--- src/core/eld_pkg.sv ---
package eld_pkg;
	// ========================================
	// register map
	localparam logic [4:0] ADR_RX_BASE  = 5'h00;
	localparam logic [4:0] ADR_TX_BASE  = 5'h04;
	localparam logic [4:0] ADR_STATUS   = 5'h08;
	localparam logic [4:0] ADR_OPMODE   = 5'h0C;
	localparam logic [4:0] ADR_MISSED   = 5'h10;
	localparam logic [4:0] ADR_TX_STAT  = 5'h14;
	localparam logic [4:0] ADR_RX_STAT  = 5'h18;

	// ========================================
	// operating mode register fields
	localparam int OM_LSB        = 0;
	localparam int CMD_TX_START  = 2;
	localparam int CMD_TX_STOP   = 3;
	localparam int CMD_RX_START  = 4;
	localparam int CMD_RX_STOP   = 5;

	// ========================================
	// status register fields
	localparam int ST_TX_LSB     = 0;
	localparam int ST_RX_LSB     = 2;
	localparam int ST_INIT_FAIL  = 4;
	localparam int ST_SHORT      = 5;
	localparam int ST_OPEN       = 6;

	// ========================================
	// tx descriptor status word fields
	localparam int TX_DEFER      = 0;
	localparam int TX_HB_FAIL    = 1;
	localparam int TX_CC_LSB     = 2;
	localparam int TX_EXC_COL    = 6;
	localparam int TX_LATE_COL   = 7;
	localparam int TX_NO_CARRIER = 8;
	localparam int TX_TDR_LSB    = 10;

	// ========================================
	// rx descriptor status word fields
	localparam int RX_OVERFLOW   = 0;
	localparam int RX_CRC_ERR    = 1;
	localparam int RX_DRIBBLE    = 2;
	localparam int RX_TOO_LONG   = 3;
	localparam int RX_FL_LSB     = 16;

	// ========================================
	// widths and reset values
	localparam int CC_W  = 4;
	localparam int TDR_W = 10;
	localparam int FL_W  = 14;
	localparam int MFC_W = 16;
	localparam logic [31:0] ZERO32 = 32'h0000_0000;
	localparam logic [MFC_W-1:0] MFC_ONE = 16'h0001;

	typedef enum logic [1:0] {
		OM_NORMAL   = 2'b00,
		OM_INT_LOOP = 2'b01,
		OM_EXT_LOOP = 2'b10
	} eld_mode_t;

	typedef enum logic [1:0] {
		PS_STOPPED   = 2'b00,
		PS_RUNNING   = 2'b01,
		PS_SUSPENDED = 2'b10
	} eld_pstate_t;
endpackage : eld_pkg

--- src/core/eld_loopback.sv ---
// The Wishbone interface to the registers and the register addresses were decided locally.
`timescale 1ns/1ps
// Contract
// - internal loopback sends transmit frames to receive path, line output disabled
// - external loopback transmits on line and receives from line concurrently
// - external loopback accepts frames of any origin, no source check
// - loopback keeps normal destination filtering and frame validity checks
// - host stops both, writes normal code; controller resumes normal operation
// - per-frame collision count recorded in transmit status word
// - receive CRC error flagged alongside dribbling bits flag
// - no-carrier flagged; two consecutive mean short-circuited medium
// - excessive collisions record reflectometer; equal pair means open medium
// - late collision flagged in transmit status word
// - initially deferred flag set when medium busy before first attempt
// - heartbeat fail flagged when collision-detect check fails
// - receive overflow flag and separate too-long flag
// - received frame length written into receive status word
// - frames lost for lack of buffer while receive suspended counted in missed-frames counter
// - failed initialization shown by status register flag
// - frame while suspended and descriptor host-owned: discard, count missed
module eld_loopback (
	input  wire logic                      clk_i,
	input  wire logic                      rst_i,
	input  wire logic                      wb_cyc_i,
	input  wire logic                      wb_stb_i,
	input  wire logic                      wb_we_i,
	input  wire logic [4:0]                wb_adr_i,
	input  wire logic [3:0]                wb_sel_i,
	input  wire logic [31:0]               wb_dat_i,
	output logic      [31:0]               wb_dat_o,
	output logic                           wb_ack_o,
	input  wire logic [7:0]                mac_tx_data_i,
	input  wire logic                      mac_tx_valid_i,
	output logic      [7:0]                mac_rx_data_o,
	output logic                           mac_rx_valid_o,
	output logic      [7:0]                line_tx_data_o,
	output logic                           line_tx_en_o,
	input  wire logic [7:0]                line_rx_data_i,
	input  wire logic                      line_rx_valid_i,
	input  wire logic                      tx_busy_i,
	input  wire logic                      tx_suspend_i,
	input  wire logic                      tx_poll_i,
	input  wire logic                      tx_done_i,
	input  wire logic [eld_pkg::CC_W-1:0]  tx_collisions_i,
	input  wire logic                      tx_deferred_i,
	input  wire logic                      tx_excess_col_i,
	input  wire logic                      tx_late_col_i,
	input  wire logic                      tx_no_carrier_i,
	input  wire logic                      tx_heartbeat_fail_i,
	input  wire logic [eld_pkg::TDR_W-1:0] tx_tdr_i,
	input  wire logic                      rx_busy_i,
	input  wire logic                      rx_suspend_i,
	input  wire logic                      rx_frame_i,
	input  wire logic                      rx_desc_avail_i,
	input  wire logic                      rx_addr_match_i,
	input  wire logic                      rx_frame_ok_i,
	input  wire logic [eld_pkg::FL_W-1:0]  rx_length_i,
	input  wire logic                      rx_crc_err_i,
	input  wire logic                      rx_dribble_i,
	input  wire logic                      rx_overflow_i,
	input  wire logic                      rx_too_long_i,
	input  wire logic                      init_fail_i,
	output logic      [1:0]                op_mode_o,
	output logic                           tx_run_o,
	output logic                           rx_run_o,
	output logic                           rx_store_o,
	output logic                           tx_status_we_o,
	output logic      [31:0]               tx_status_word_o,
	output logic                           rx_status_we_o,
	output logic      [31:0]               rx_status_word_o
);
	// ========================================
	// register bus
	logic        wb_req;
	logic        wb_wr;
	logic        wb_rd;
	logic [31:0] rx_list_base_register;
	logic [31:0] tx_list_base_register;
	logic [eld_pkg::MFC_W-1:0] missed_frames;
	logic        init_failure_flag;
	logic        short_circuit;
	logic        open_circuit;
	logic        prev_no_carrier;
	logic        prev_excess;
	logic [eld_pkg::TDR_W-1:0] prev_tdr;
	eld_pkg::eld_mode_t   operating_mode_field;
	eld_pkg::eld_pstate_t tx_process_state;
	eld_pkg::eld_pstate_t rx_process_state;
	logic        cmd_tx_start;
	logic        cmd_tx_stop;
	logic        cmd_rx_start;
	logic        cmd_rx_stop;
	logic        missed_inc;
	logic        rx_accept;
	logic [31:0] next_rd;
	logic [31:0] status_value;

	function automatic logic [31:0] merge(input logic [31:0] old_v,
		input logic [31:0] new_v, input logic [3:0] sel);
		logic [31:0] r;
		r = old_v;
		for (int i = 0; i < 4; i++) begin
			if (sel[i]) begin
				r[i*8 +: 8] = new_v[i*8 +: 8];
			end
		end
		return r;
	endfunction : merge

	function automatic logic both_stopped(input eld_pkg::eld_pstate_t t,
		input eld_pkg::eld_pstate_t r);
		return (t == eld_pkg::PS_STOPPED) && (r == eld_pkg::PS_STOPPED);
	endfunction : both_stopped

	assign wb_req = wb_cyc_i && wb_stb_i && !wb_ack_o;
	assign wb_wr  = wb_req && wb_we_i;
	assign wb_rd  = wb_req && !wb_we_i;
	assign cmd_tx_start = wb_wr && (wb_adr_i == eld_pkg::ADR_OPMODE)
		&& wb_sel_i[0] && wb_dat_i[eld_pkg::CMD_TX_START];
	assign cmd_tx_stop  = wb_wr && (wb_adr_i == eld_pkg::ADR_OPMODE)
		&& wb_sel_i[0] && wb_dat_i[eld_pkg::CMD_TX_STOP];
	assign cmd_rx_start = wb_wr && (wb_adr_i == eld_pkg::ADR_OPMODE)
		&& wb_sel_i[0] && wb_dat_i[eld_pkg::CMD_RX_START];
	assign cmd_rx_stop  = wb_wr && (wb_adr_i == eld_pkg::ADR_OPMODE)
		&& wb_sel_i[0] && wb_dat_i[eld_pkg::CMD_RX_STOP];

	always_ff @(posedge clk_i) begin
		if (rst_i) begin
			wb_ack_o <= 1'b0;
		end else begin
			wb_ack_o <= wb_req;
		end
	end

	always_comb begin
		status_value = eld_pkg::ZERO32;
		status_value[eld_pkg::ST_TX_LSB +: 2] = tx_process_state;
		status_value[eld_pkg::ST_RX_LSB +: 2] = rx_process_state;
		status_value[eld_pkg::ST_INIT_FAIL] = init_failure_flag;
		status_value[eld_pkg::ST_SHORT] = short_circuit;
		status_value[eld_pkg::ST_OPEN] = open_circuit;
	end

	always_comb begin
		next_rd = eld_pkg::ZERO32;
		case (wb_adr_i)
			eld_pkg::ADR_RX_BASE: next_rd = rx_list_base_register;
			eld_pkg::ADR_TX_BASE: next_rd = tx_list_base_register;
			eld_pkg::ADR_STATUS:  next_rd = status_value;
			eld_pkg::ADR_OPMODE:  next_rd[1:0] = operating_mode_field;
			eld_pkg::ADR_MISSED:  next_rd[eld_pkg::MFC_W-1:0] = missed_frames;
			eld_pkg::ADR_TX_STAT: next_rd = tx_status_word_o;
			eld_pkg::ADR_RX_STAT: next_rd = rx_status_word_o;
			default:              next_rd = eld_pkg::ZERO32;
		endcase
	end

	always_ff @(posedge clk_i) begin
		if (rst_i) begin
			wb_dat_o <= eld_pkg::ZERO32;
		end else if (wb_rd) begin
			wb_dat_o <= next_rd;
		end
	end

	always_ff @(posedge clk_i) begin
		if (rst_i) begin
			rx_list_base_register <= eld_pkg::ZERO32;
			tx_list_base_register <= eld_pkg::ZERO32;
		end else if (wb_wr && wb_adr_i == eld_pkg::ADR_RX_BASE) begin
			rx_list_base_register <= merge(rx_list_base_register,
				wb_dat_i, wb_sel_i);
		end else if (wb_wr && wb_adr_i == eld_pkg::ADR_TX_BASE) begin
			tx_list_base_register <= merge(tx_list_base_register,
				wb_dat_i, wb_sel_i);
		end
	end

	// ========================================
	// operating mode
	always_ff @(posedge clk_i) begin
		if (rst_i) begin
			operating_mode_field <= eld_pkg::OM_NORMAL;
		end else if (wb_wr && wb_adr_i == eld_pkg::ADR_OPMODE && wb_sel_i[0]
			&& both_stopped(tx_process_state, rx_process_state)) begin
			case (wb_dat_i[eld_pkg::OM_LSB +: 2])
				eld_pkg::OM_NORMAL:
					operating_mode_field <= eld_pkg::OM_NORMAL;
				eld_pkg::OM_INT_LOOP:
					operating_mode_field <= eld_pkg::OM_INT_LOOP;
				eld_pkg::OM_EXT_LOOP:
					operating_mode_field <= eld_pkg::OM_EXT_LOOP;
				default: operating_mode_field <= operating_mode_field;
			endcase
		end
	end
	assign op_mode_o = operating_mode_field;

	// ========================================
	// transmit and receive process states
	always_ff @(posedge clk_i) begin
		if (rst_i) begin
			tx_process_state <= eld_pkg::PS_STOPPED;
		end else begin
			case (tx_process_state)
				eld_pkg::PS_STOPPED: begin
					if (cmd_tx_start) begin
						tx_process_state <= eld_pkg::PS_RUNNING;
					end
				end
				eld_pkg::PS_RUNNING: begin
					if (cmd_tx_stop && !tx_busy_i) begin
						tx_process_state <= eld_pkg::PS_STOPPED;
					end else if (tx_suspend_i) begin
						tx_process_state <= eld_pkg::PS_SUSPENDED;
					end
				end
				eld_pkg::PS_SUSPENDED: begin
					if (cmd_tx_stop) begin
						tx_process_state <= eld_pkg::PS_STOPPED;
					end else if (tx_poll_i) begin
						tx_process_state <= eld_pkg::PS_RUNNING;
					end
				end
				default: tx_process_state <= eld_pkg::PS_STOPPED;
			endcase
		end
	end

	always_ff @(posedge clk_i) begin
		if (rst_i) begin
			rx_process_state <= eld_pkg::PS_STOPPED;
		end else begin
			case (rx_process_state)
				eld_pkg::PS_STOPPED: begin
					if (cmd_rx_start) begin
						rx_process_state <= eld_pkg::PS_RUNNING;
					end
				end
				eld_pkg::PS_RUNNING: begin
					if (cmd_rx_stop && !rx_busy_i) begin
						rx_process_state <= eld_pkg::PS_STOPPED;
					end else if (rx_suspend_i) begin
						rx_process_state <= eld_pkg::PS_SUSPENDED;
					end
				end
				eld_pkg::PS_SUSPENDED: begin
					if (cmd_rx_stop) begin
						rx_process_state <= eld_pkg::PS_STOPPED;
					end else if (rx_frame_i && rx_desc_avail_i) begin
						rx_process_state <= eld_pkg::PS_RUNNING;
					end
				end
				default: rx_process_state <= eld_pkg::PS_STOPPED;
			endcase
		end
	end
	assign tx_run_o = (tx_process_state == eld_pkg::PS_RUNNING);
	assign rx_run_o = (rx_process_state == eld_pkg::PS_RUNNING);

	// ========================================
	// loopback routing
	always_ff @(posedge clk_i) begin
		if (rst_i) begin
			line_tx_data_o <= 8'h00;
			line_tx_en_o   <= 1'b0;
			mac_rx_data_o  <= 8'h00;
			mac_rx_valid_o <= 1'b0;
		end else if (operating_mode_field == eld_pkg::OM_INT_LOOP) begin
			line_tx_data_o <= 8'h00;
			line_tx_en_o   <= 1'b0;
			mac_rx_data_o  <= mac_tx_data_i;
			mac_rx_valid_o <= mac_tx_valid_i;
		end else begin
			line_tx_data_o <= mac_tx_data_i;
			line_tx_en_o   <= mac_tx_valid_i;
			mac_rx_data_o  <= line_rx_data_i;
			mac_rx_valid_o <= line_rx_valid_i;
		end
	end

	// ========================================
	// receive acceptance and missed frames
	assign missed_inc = rx_frame_i && !rx_desc_avail_i
		&& (rx_process_state == eld_pkg::PS_SUSPENDED);
	assign rx_accept = rx_frame_i && rx_desc_avail_i
		&& (rx_process_state != eld_pkg::PS_STOPPED)
		&& rx_addr_match_i && rx_frame_ok_i;

	always_ff @(posedge clk_i) begin
		if (rst_i) begin
			missed_frames <= '0;
		end else if (wb_rd && wb_adr_i == eld_pkg::ADR_MISSED) begin
			missed_frames <= missed_inc ? eld_pkg::MFC_ONE : '0;
		end else if (missed_inc) begin
			missed_frames <= missed_frames + eld_pkg::MFC_ONE;
		end
	end

	always_ff @(posedge clk_i) begin
		if (rst_i) begin
			rx_store_o       <= 1'b0;
			rx_status_we_o   <= 1'b0;
			rx_status_word_o <= eld_pkg::ZERO32;
		end else begin
			rx_store_o     <= rx_accept;
			rx_status_we_o <= rx_accept;
			if (rx_accept) begin
				rx_status_word_o <= eld_pkg::ZERO32;
				rx_status_word_o[eld_pkg::RX_CRC_ERR]  <= rx_crc_err_i;
				rx_status_word_o[eld_pkg::RX_DRIBBLE]  <= rx_dribble_i;
				rx_status_word_o[eld_pkg::RX_OVERFLOW] <= rx_overflow_i;
				rx_status_word_o[eld_pkg::RX_TOO_LONG] <= rx_too_long_i;
				rx_status_word_o[eld_pkg::RX_FL_LSB +: eld_pkg::FL_W]
					<= rx_length_i;
			end
		end
	end

	// ========================================
	// transmit status word
	always_ff @(posedge clk_i) begin
		if (rst_i) begin
			tx_status_we_o   <= 1'b0;
			tx_status_word_o <= eld_pkg::ZERO32;
		end else begin
			tx_status_we_o <= tx_done_i;
			if (tx_done_i) begin
				tx_status_word_o <= eld_pkg::ZERO32;
				tx_status_word_o[eld_pkg::TX_CC_LSB +: eld_pkg::CC_W]
					<= tx_collisions_i;
				tx_status_word_o[eld_pkg::TX_NO_CARRIER]
					<= tx_no_carrier_i;
				tx_status_word_o[eld_pkg::TX_EXC_COL] <= tx_excess_col_i;
				if (tx_excess_col_i) begin
					tx_status_word_o[eld_pkg::TX_TDR_LSB +: eld_pkg::TDR_W]
						<= tx_tdr_i;
				end
				tx_status_word_o[eld_pkg::TX_LATE_COL] <= tx_late_col_i;
				tx_status_word_o[eld_pkg::TX_DEFER] <= tx_deferred_i;
				tx_status_word_o[eld_pkg::TX_HB_FAIL]
					<= tx_heartbeat_fail_i;
			end
		end
	end

	// ========================================
	// medium fault detection
	always_ff @(posedge clk_i) begin
		if (rst_i) begin
			prev_no_carrier <= 1'b0;
			prev_excess     <= 1'b0;
			prev_tdr        <= '0;
		end else if (tx_done_i) begin
			prev_no_carrier <= tx_no_carrier_i;
			prev_excess     <= tx_excess_col_i;
			prev_tdr        <= tx_tdr_i;
		end
	end

	always_ff @(posedge clk_i) begin
		if (rst_i) begin
			short_circuit <= 1'b0;
			open_circuit  <= 1'b0;
		end else begin
			if (tx_done_i && tx_no_carrier_i && prev_no_carrier) begin
				short_circuit <= 1'b1;
			end else if (wb_wr && wb_adr_i == eld_pkg::ADR_STATUS
				&& wb_sel_i[0] && wb_dat_i[eld_pkg::ST_SHORT]) begin
				short_circuit <= 1'b0;
			end
			if (tx_done_i && tx_excess_col_i && prev_excess
				&& tx_tdr_i == prev_tdr) begin
				open_circuit <= 1'b1;
			end else if (wb_wr && wb_adr_i == eld_pkg::ADR_STATUS
				&& wb_sel_i[0] && wb_dat_i[eld_pkg::ST_OPEN]) begin
				open_circuit <= 1'b0;
			end
		end
	end

	always_ff @(posedge clk_i) begin
		if (rst_i) begin
			init_failure_flag <= 1'b0;
		end else if (init_fail_i) begin
			init_failure_flag <= 1'b1;
		end
	end
endmodule : eld_loopback

--- config.mk ---
export PLATFORM = sky130hd
export DESIGN_NAME = eld_loopback
export DESIGN_NICKNAME = d
export VERILOG_FILES = /design/src/core/eld_pkg.sv /design/src/core/eld_loopback.sv
export SDC_FILE = /design/constraint.sdc
export NUM_CORES = 1
export LEC_CHECK = 0
export BUFFER_PORTS_ARGS = -buffer_cell sky130_fd_sc_hd__buf_2
export CAP_MARGIN = 20
export CORE_UTILIZATION = 45
export CTS_CLUSTER_DIAMETER = 30
export DETAILED_ROUTE_END_ITERATION = 8
export PLACE_DENSITY = 0.81
export SLEW_MARGIN = 20
export SYNTH_ARGS = -nofsm -noshare
export SYNTH_HDL_FRONTEND = slang
export SYNTH_SLANG_ARGS = --single-unit
--- constraint.sdc ---
create_clock -name clk_i -period 1.7 [get_ports clk_i]
set_input_delay 0.255 -clock clk_i [delete_from_list [all_inputs] [get_ports clk_i]]
set_output_delay 0.255 -clock clk_i [all_outputs]
set_load 0.01 [all_outputs]
Word level (Yosys, flattened, before mapping)

Index checks and enable logic that the tools add are counted.

Add/subtract/negate cells: 1
Multiply operators: 0
Div/mod/pow operators: 0
$lt $le $gt $ge: 0
Eq/ne operators: 20
Shift operators: 0
Multiplexer cells: 26
Bitwise logic cells: 1
Reductions and logical operators: 58

Operators by type and width:

| kind                                                                  | count |
|---|---|
| 14-bit one-hot mux with 6 select lines                                | 1 |
| 16-bit one-hot mux with 4 select lines                                | 1 |
| 1-bit logical AND                                                     | 32 |
| 16-bit two-way mux                                                    | 2 |
| 2-bit two-way mux                                                     | 10 |
| 2-bit one-hot mux with 3 select lines                                 | 3 |
| 3-bit AND reduction                                                   | 6 |
| 16-bit by 1-bit adder with 16-bit output, second input constant       | 1 |
| 5-bit equality test, second input constant                            | 3 |
| 2-bit one-hot mux with 7 select lines                                 | 1 |
| 10-bit equality test                                                  | 1 |
| 5-bit by 4-bit equality test with 1-bit output, second input constant | 2 |
| 10-bit two-way mux                                                    | 1 |
| 2-bit AND reduction                                                   | 5 |
| 2-bit by 1-bit equality test with 1-bit output, second input constant | 4 |
| 8-bit two-way mux                                                     | 1 |
| 2-bit nonzero test                                                    | 4 |
| 2-bit equality test, second input constant                            | 3 |
| 2-bit logical NOT                                                     | 3 |
| 1-bit two-way mux                                                     | 6 |
| 3-bit by 2-bit != test with 1-bit output, second input constant       | 2 |
| 3-bit != test, second input constant                                  | 2 |
| 5-bit by 3-bit equality test with 1-bit output, second input constant | 1 |
| 1-bit logical NOT                                                     | 5 |
| other kinds (5)                                                       | 6 |

Bits in registers: 191
Latch bits: 0
Bits in writable memories: 0
ROM bits: 0
Input bits: 112
Logic and storage cells: 134
Memories kept: 0

Depth between registers and ports, before layout

Word-level depth: 9
Gate-level depth with buffers: 7
Mapped depth without buffers: 5

Least setup slack after synthesis

Ideal clock, no wire load.

Kind: input to register
Start point: input port wb_adr_i[3]
End point: register tx_list_base_register[1]
Library setup time: 0.128 ns
Data arrival time: 1.601 ns
Setup slack: -0.029 ns
Stages on the path: 5
Path buffers: 1
Path through: or3_1 > buf_2 > nor4_4 > mux2i_1 > nor2_1

Longest elaborated chain between the ends: 4

RTL lines:

| what                                   | line                | source |
|---|---|---|
| from (decl)                            | eld_loopback.sv:27  | `input wire logic [4:0] wb_adr_i,` |
| 5-bit logical NOT                      | eld_loopback.sv:170 | `end else if (wb_wr && wb_adr_i == eld_pkg::ADR_RX_BASE) begin` |
| 1-bit logical AND                      | eld_loopback.sv:170 |  |
| 1-bit NOT (no source line)             | --                  |  |
| 3-bit AND reduction (no source line) * | --                  |  |
| to (signal assigned)                   | eld_loopback.sv:169 | `tx_list_base_register <= eld_pkg::ZERO32;` |
| to (signal assigned)                   | eld_loopback.sv:174 | `tx_list_base_register <= merge(tx_list_base_register,` |
| to (decl)                              | eld_loopback.sv:78  | `logic [31:0] tx_list_base_register;` |

Mark *: on every way between the ends. The rest lies on a longest branch, timed or not.
A chain may end at the register's enable or synchronous reset.

Final worst setup path

Start point: register missed_frames[6] in the netlist's numbering
End point: register missed_frames[15] in the netlist's numbering

Longest elaborated chain between the ends: 3

RTL lines:

| what                                     | line                | source |
|---|---|---|
| from (decl)                              | eld_loopback.sv:79  | `logic [eld_pkg::MFC_W-1:0] missed_frames;` |
| from (signal assigned)                   | eld_loopback.sv:294 | `missed_frames <= missed_inc ? eld_pkg::MFC_ONE : '0;` |
| from (signal assigned)                   | eld_loopback.sv:296 | `missed_frames <= missed_frames + eld_pkg::MFC_ONE;` |
| 16-bit by 1-bit adder with 16-bit output | eld_loopback.sv:296 |  |
| 16-bit two-way mux                       | eld_loopback.sv:295 | `end else if (missed_inc) begin` |
| 16-bit two-way mux                       | eld_loopback.sv:293 | `end else if (wb_rd && wb_adr_i == eld_pkg::ADR_MISSED) begin` |

Every way passes these cells. The select of a mux whose other input is x is not followed.

==> flow_summary.ini <==
[die]
die_x_um = 137
design.portCount = 234
die_y_um = 137
core-area_sq_um = 17500
die_area_sq_um = 18700
initial_core_util_pct = 46.6
rows = 48

[power_and_ir_drop]
p_total_w = 0.00943
power_density_nw_per_um2 = 904
ir_drop_v = 0.000728
p_leak_nw = 4.88

[flow_run]
max-cap-violations = 0

[clock_network]
clk_latency_ns = 0.43
cts_setup_buffers = 0
ctsHtreeMaxLevel = 4
cts.sinks = 189
clockRootBuffer = clkbuf_16
hold_buffers = 0
clk_path_buf_depth = 2
cts_buffers = 17
cts_tree = done
cts.clk_slew.worst_paths_ns = 0.07

[worst_setup_path]
worstPathMaxFanout = 6
worst-setup-path-type = register to register
required_ns = 2.07
endpoint_kind = register
max_stage_delay_ns = 0.52
crit_slowest_cell = or4_4
crit_arrival_ns = 2.02
cp-start-kind = register
crit_chain = nand4_2, or3_4, or4_4, a21oi_2

[finish]
area_growth_pct = 27.8
final_cell_mix = buf_2 (205), dfxtp_1 (186), nor2_1 (138)
mostFrequentLayoutCell = buf_2
num-nets-final = 1207
layout-drive-gt1-share_pct = 31.4

[grt]
grt.overflow.total = 0
grt_pass1_vias = 6805
antenna_found_initial = 2
grt_max_degree = 80
grt_pass1_wl_um = 35100
grtUsageTotal_pct = 24.4

[yosys]
syn-cell-area_sq_um = 8170
yosys_warnings = 0
ys_seq_area_share_pct = 46.3
netlist_instances = 857
synth_seq_cells = 189
synth_ff_type = dfxtp_1
async_flop_share_pct = 0
synth_edf_count = 0
ys_types = 54
postSynthAreaPerCell_sq_um = 9.53

[run_status]
status = finished clean

[drt]
drc = 0
dr_total_vias = 7233
drt_wl_total_um = 22500
via_per_inst = 5.43
drt_iter0_drc = 496
post_drt_wl_per_cell_um = 16.9
dr.pass1.iters = 5
drtAntennaViolNets = 0

[timing]
setup_ws_ns = 0.0468
clock.fmax_mhz = 605
final_hold_viol_count = 0
drv_slew = 0
tns_ns = 0
finalSetupViolations = 0
skew_ns = 0.00830
worstMarginPinSlew_ns = 0.571
period_share_pct = 97.2
holdWs_ns = 0.0448
fin_crit_ns = 1.65
slew_headroom_pct = 62.0

[hold_path]
hp-class = input port to register

[placement]
gp_congestion = 0.849
port_buffers = 206
hpwl_um = 16500
place_ws_ns = -0.0855
## final timing paths
check / startpoint / to / slack [ns] / cells past startpoint
hold / removal: init_fail_i / init_failure_flag / 0.04 / 3
setup / recovery: missed_frames[6] / missed_frames[15] / 0.05 / 4
hold reg to reg: wb_dat_o[28] / wb_dat_o[28] / 0.46 / 2
setup reg to reg: missed_frames[6] / missed_frames[15] / 0.05 / 4
## area by class of cell
class,instances,area (sq um)
fillers,1530,7100
multi-input cells,606,4090
flip-flops and latches,189,3790
repair buffers,274,1640
clock buffers,20,457
well taps,225,282
clock inverters,12,159
inverters,6,22.5
diodes,1,2.50
## layer usage
metal	global-route usage [%]	share of wire (%)	up-vias
met4	9.44	2.4	2
met5	0	0.049	-
met2	40.4	48	258
met3	4.63	5.7	36
li1	-	-	3462
met1	31.4	44	3475
## registers in the layout (all words and copies together) (netlist names), 2 cells and up
signal	flops
rx_list_base_register	32
rx_status_word_o	18
tx_list_base_register	32
rx_process_state	2
op_mode_o	2
tx_status_word_o	19
tx_process_state	2
mac_rx_data_o	8
prev_tdr	10
line_tx_data_o	8
wb_dat_o	32
missed_frames	16
## cell families (layout without fill, tap and decap cells)
group / count (synthesis) / in the layout / share of synthesized area, %
and+or+nand+nor: 312 / 312 / 18.6
adders and majority gates: 1 / 1 / 0.153
xor gates and xnor gates: 22 / 22 / 2.36
muxes: 124 / 124 / 16.9
other: 1 / 28 / 0.0459
AOI/OAI and AO/OA: 120 / 120 / 9.99
DFF: 189 / 189 / 46.3
buffers and inverters: 88 / 312 / 5.62
## stage by stage
step / utilization, % / std cells / area, sq um
global route: 59.5 / 1332 / 10400
floorplan: - / 883 / 8270
finish: 59.5 / 1333 / 10400
detailed placement: 55.6 / 1299 / 9750
global placement: 55.6 / 1299 / 9750
CTS: 59.2 / 1331 / 10400
## power by group
group          switching, W  total (W)  internal, W
Clock               0.00176    0.00417      0.00241
Sequential        0.0000412    0.00453      0.00449
Combinational      0.000424   0.000730     0.000306
Total               0.00222    0.00943      0.00721
## synth_stat cells, types with 5 or more instances
library cell	count	area (sq um)
nor2b_1	6	37.5
dfxtp_1	189	3780
a221oi_1	15	131
buf_1	5	18.8
buf_2	13	65.1
xnor2_1	19	166
nor2_1	139	522
a22oi_1	16	120
nand3_1	18	90.1
nand4_1	5	31.3
nor4_1	7	43.8
mux4_2	11	248
nor3_1	8	40.0
a22o_1	9	78.8
inv_1	5	18.8
mux2i_1	113	1130
a21oi_1	25	125
nand2_1	67	251
and3_1	26	163
nand4_2	7	87.6
clkbuf_1	34	128
buf_4	30	225
o21ai_0	26	130
a31o_2	5	43.8
## repair_timing
item	CTS	global route
endpoints found under the hold margin	0	0
resized for setup	1	10
setup endpoints to repair	1	7
cloned	0	1
## worst max-delay path: cells and delay by family (launching register included)
kind,cells,cell delay (ns)
AO/OA/AOI/OAI,1,0.14
AND/OR/NAND/NOR,3,1.08
flip-flops,1,0.36
Power figures use the tool's default switching activity.
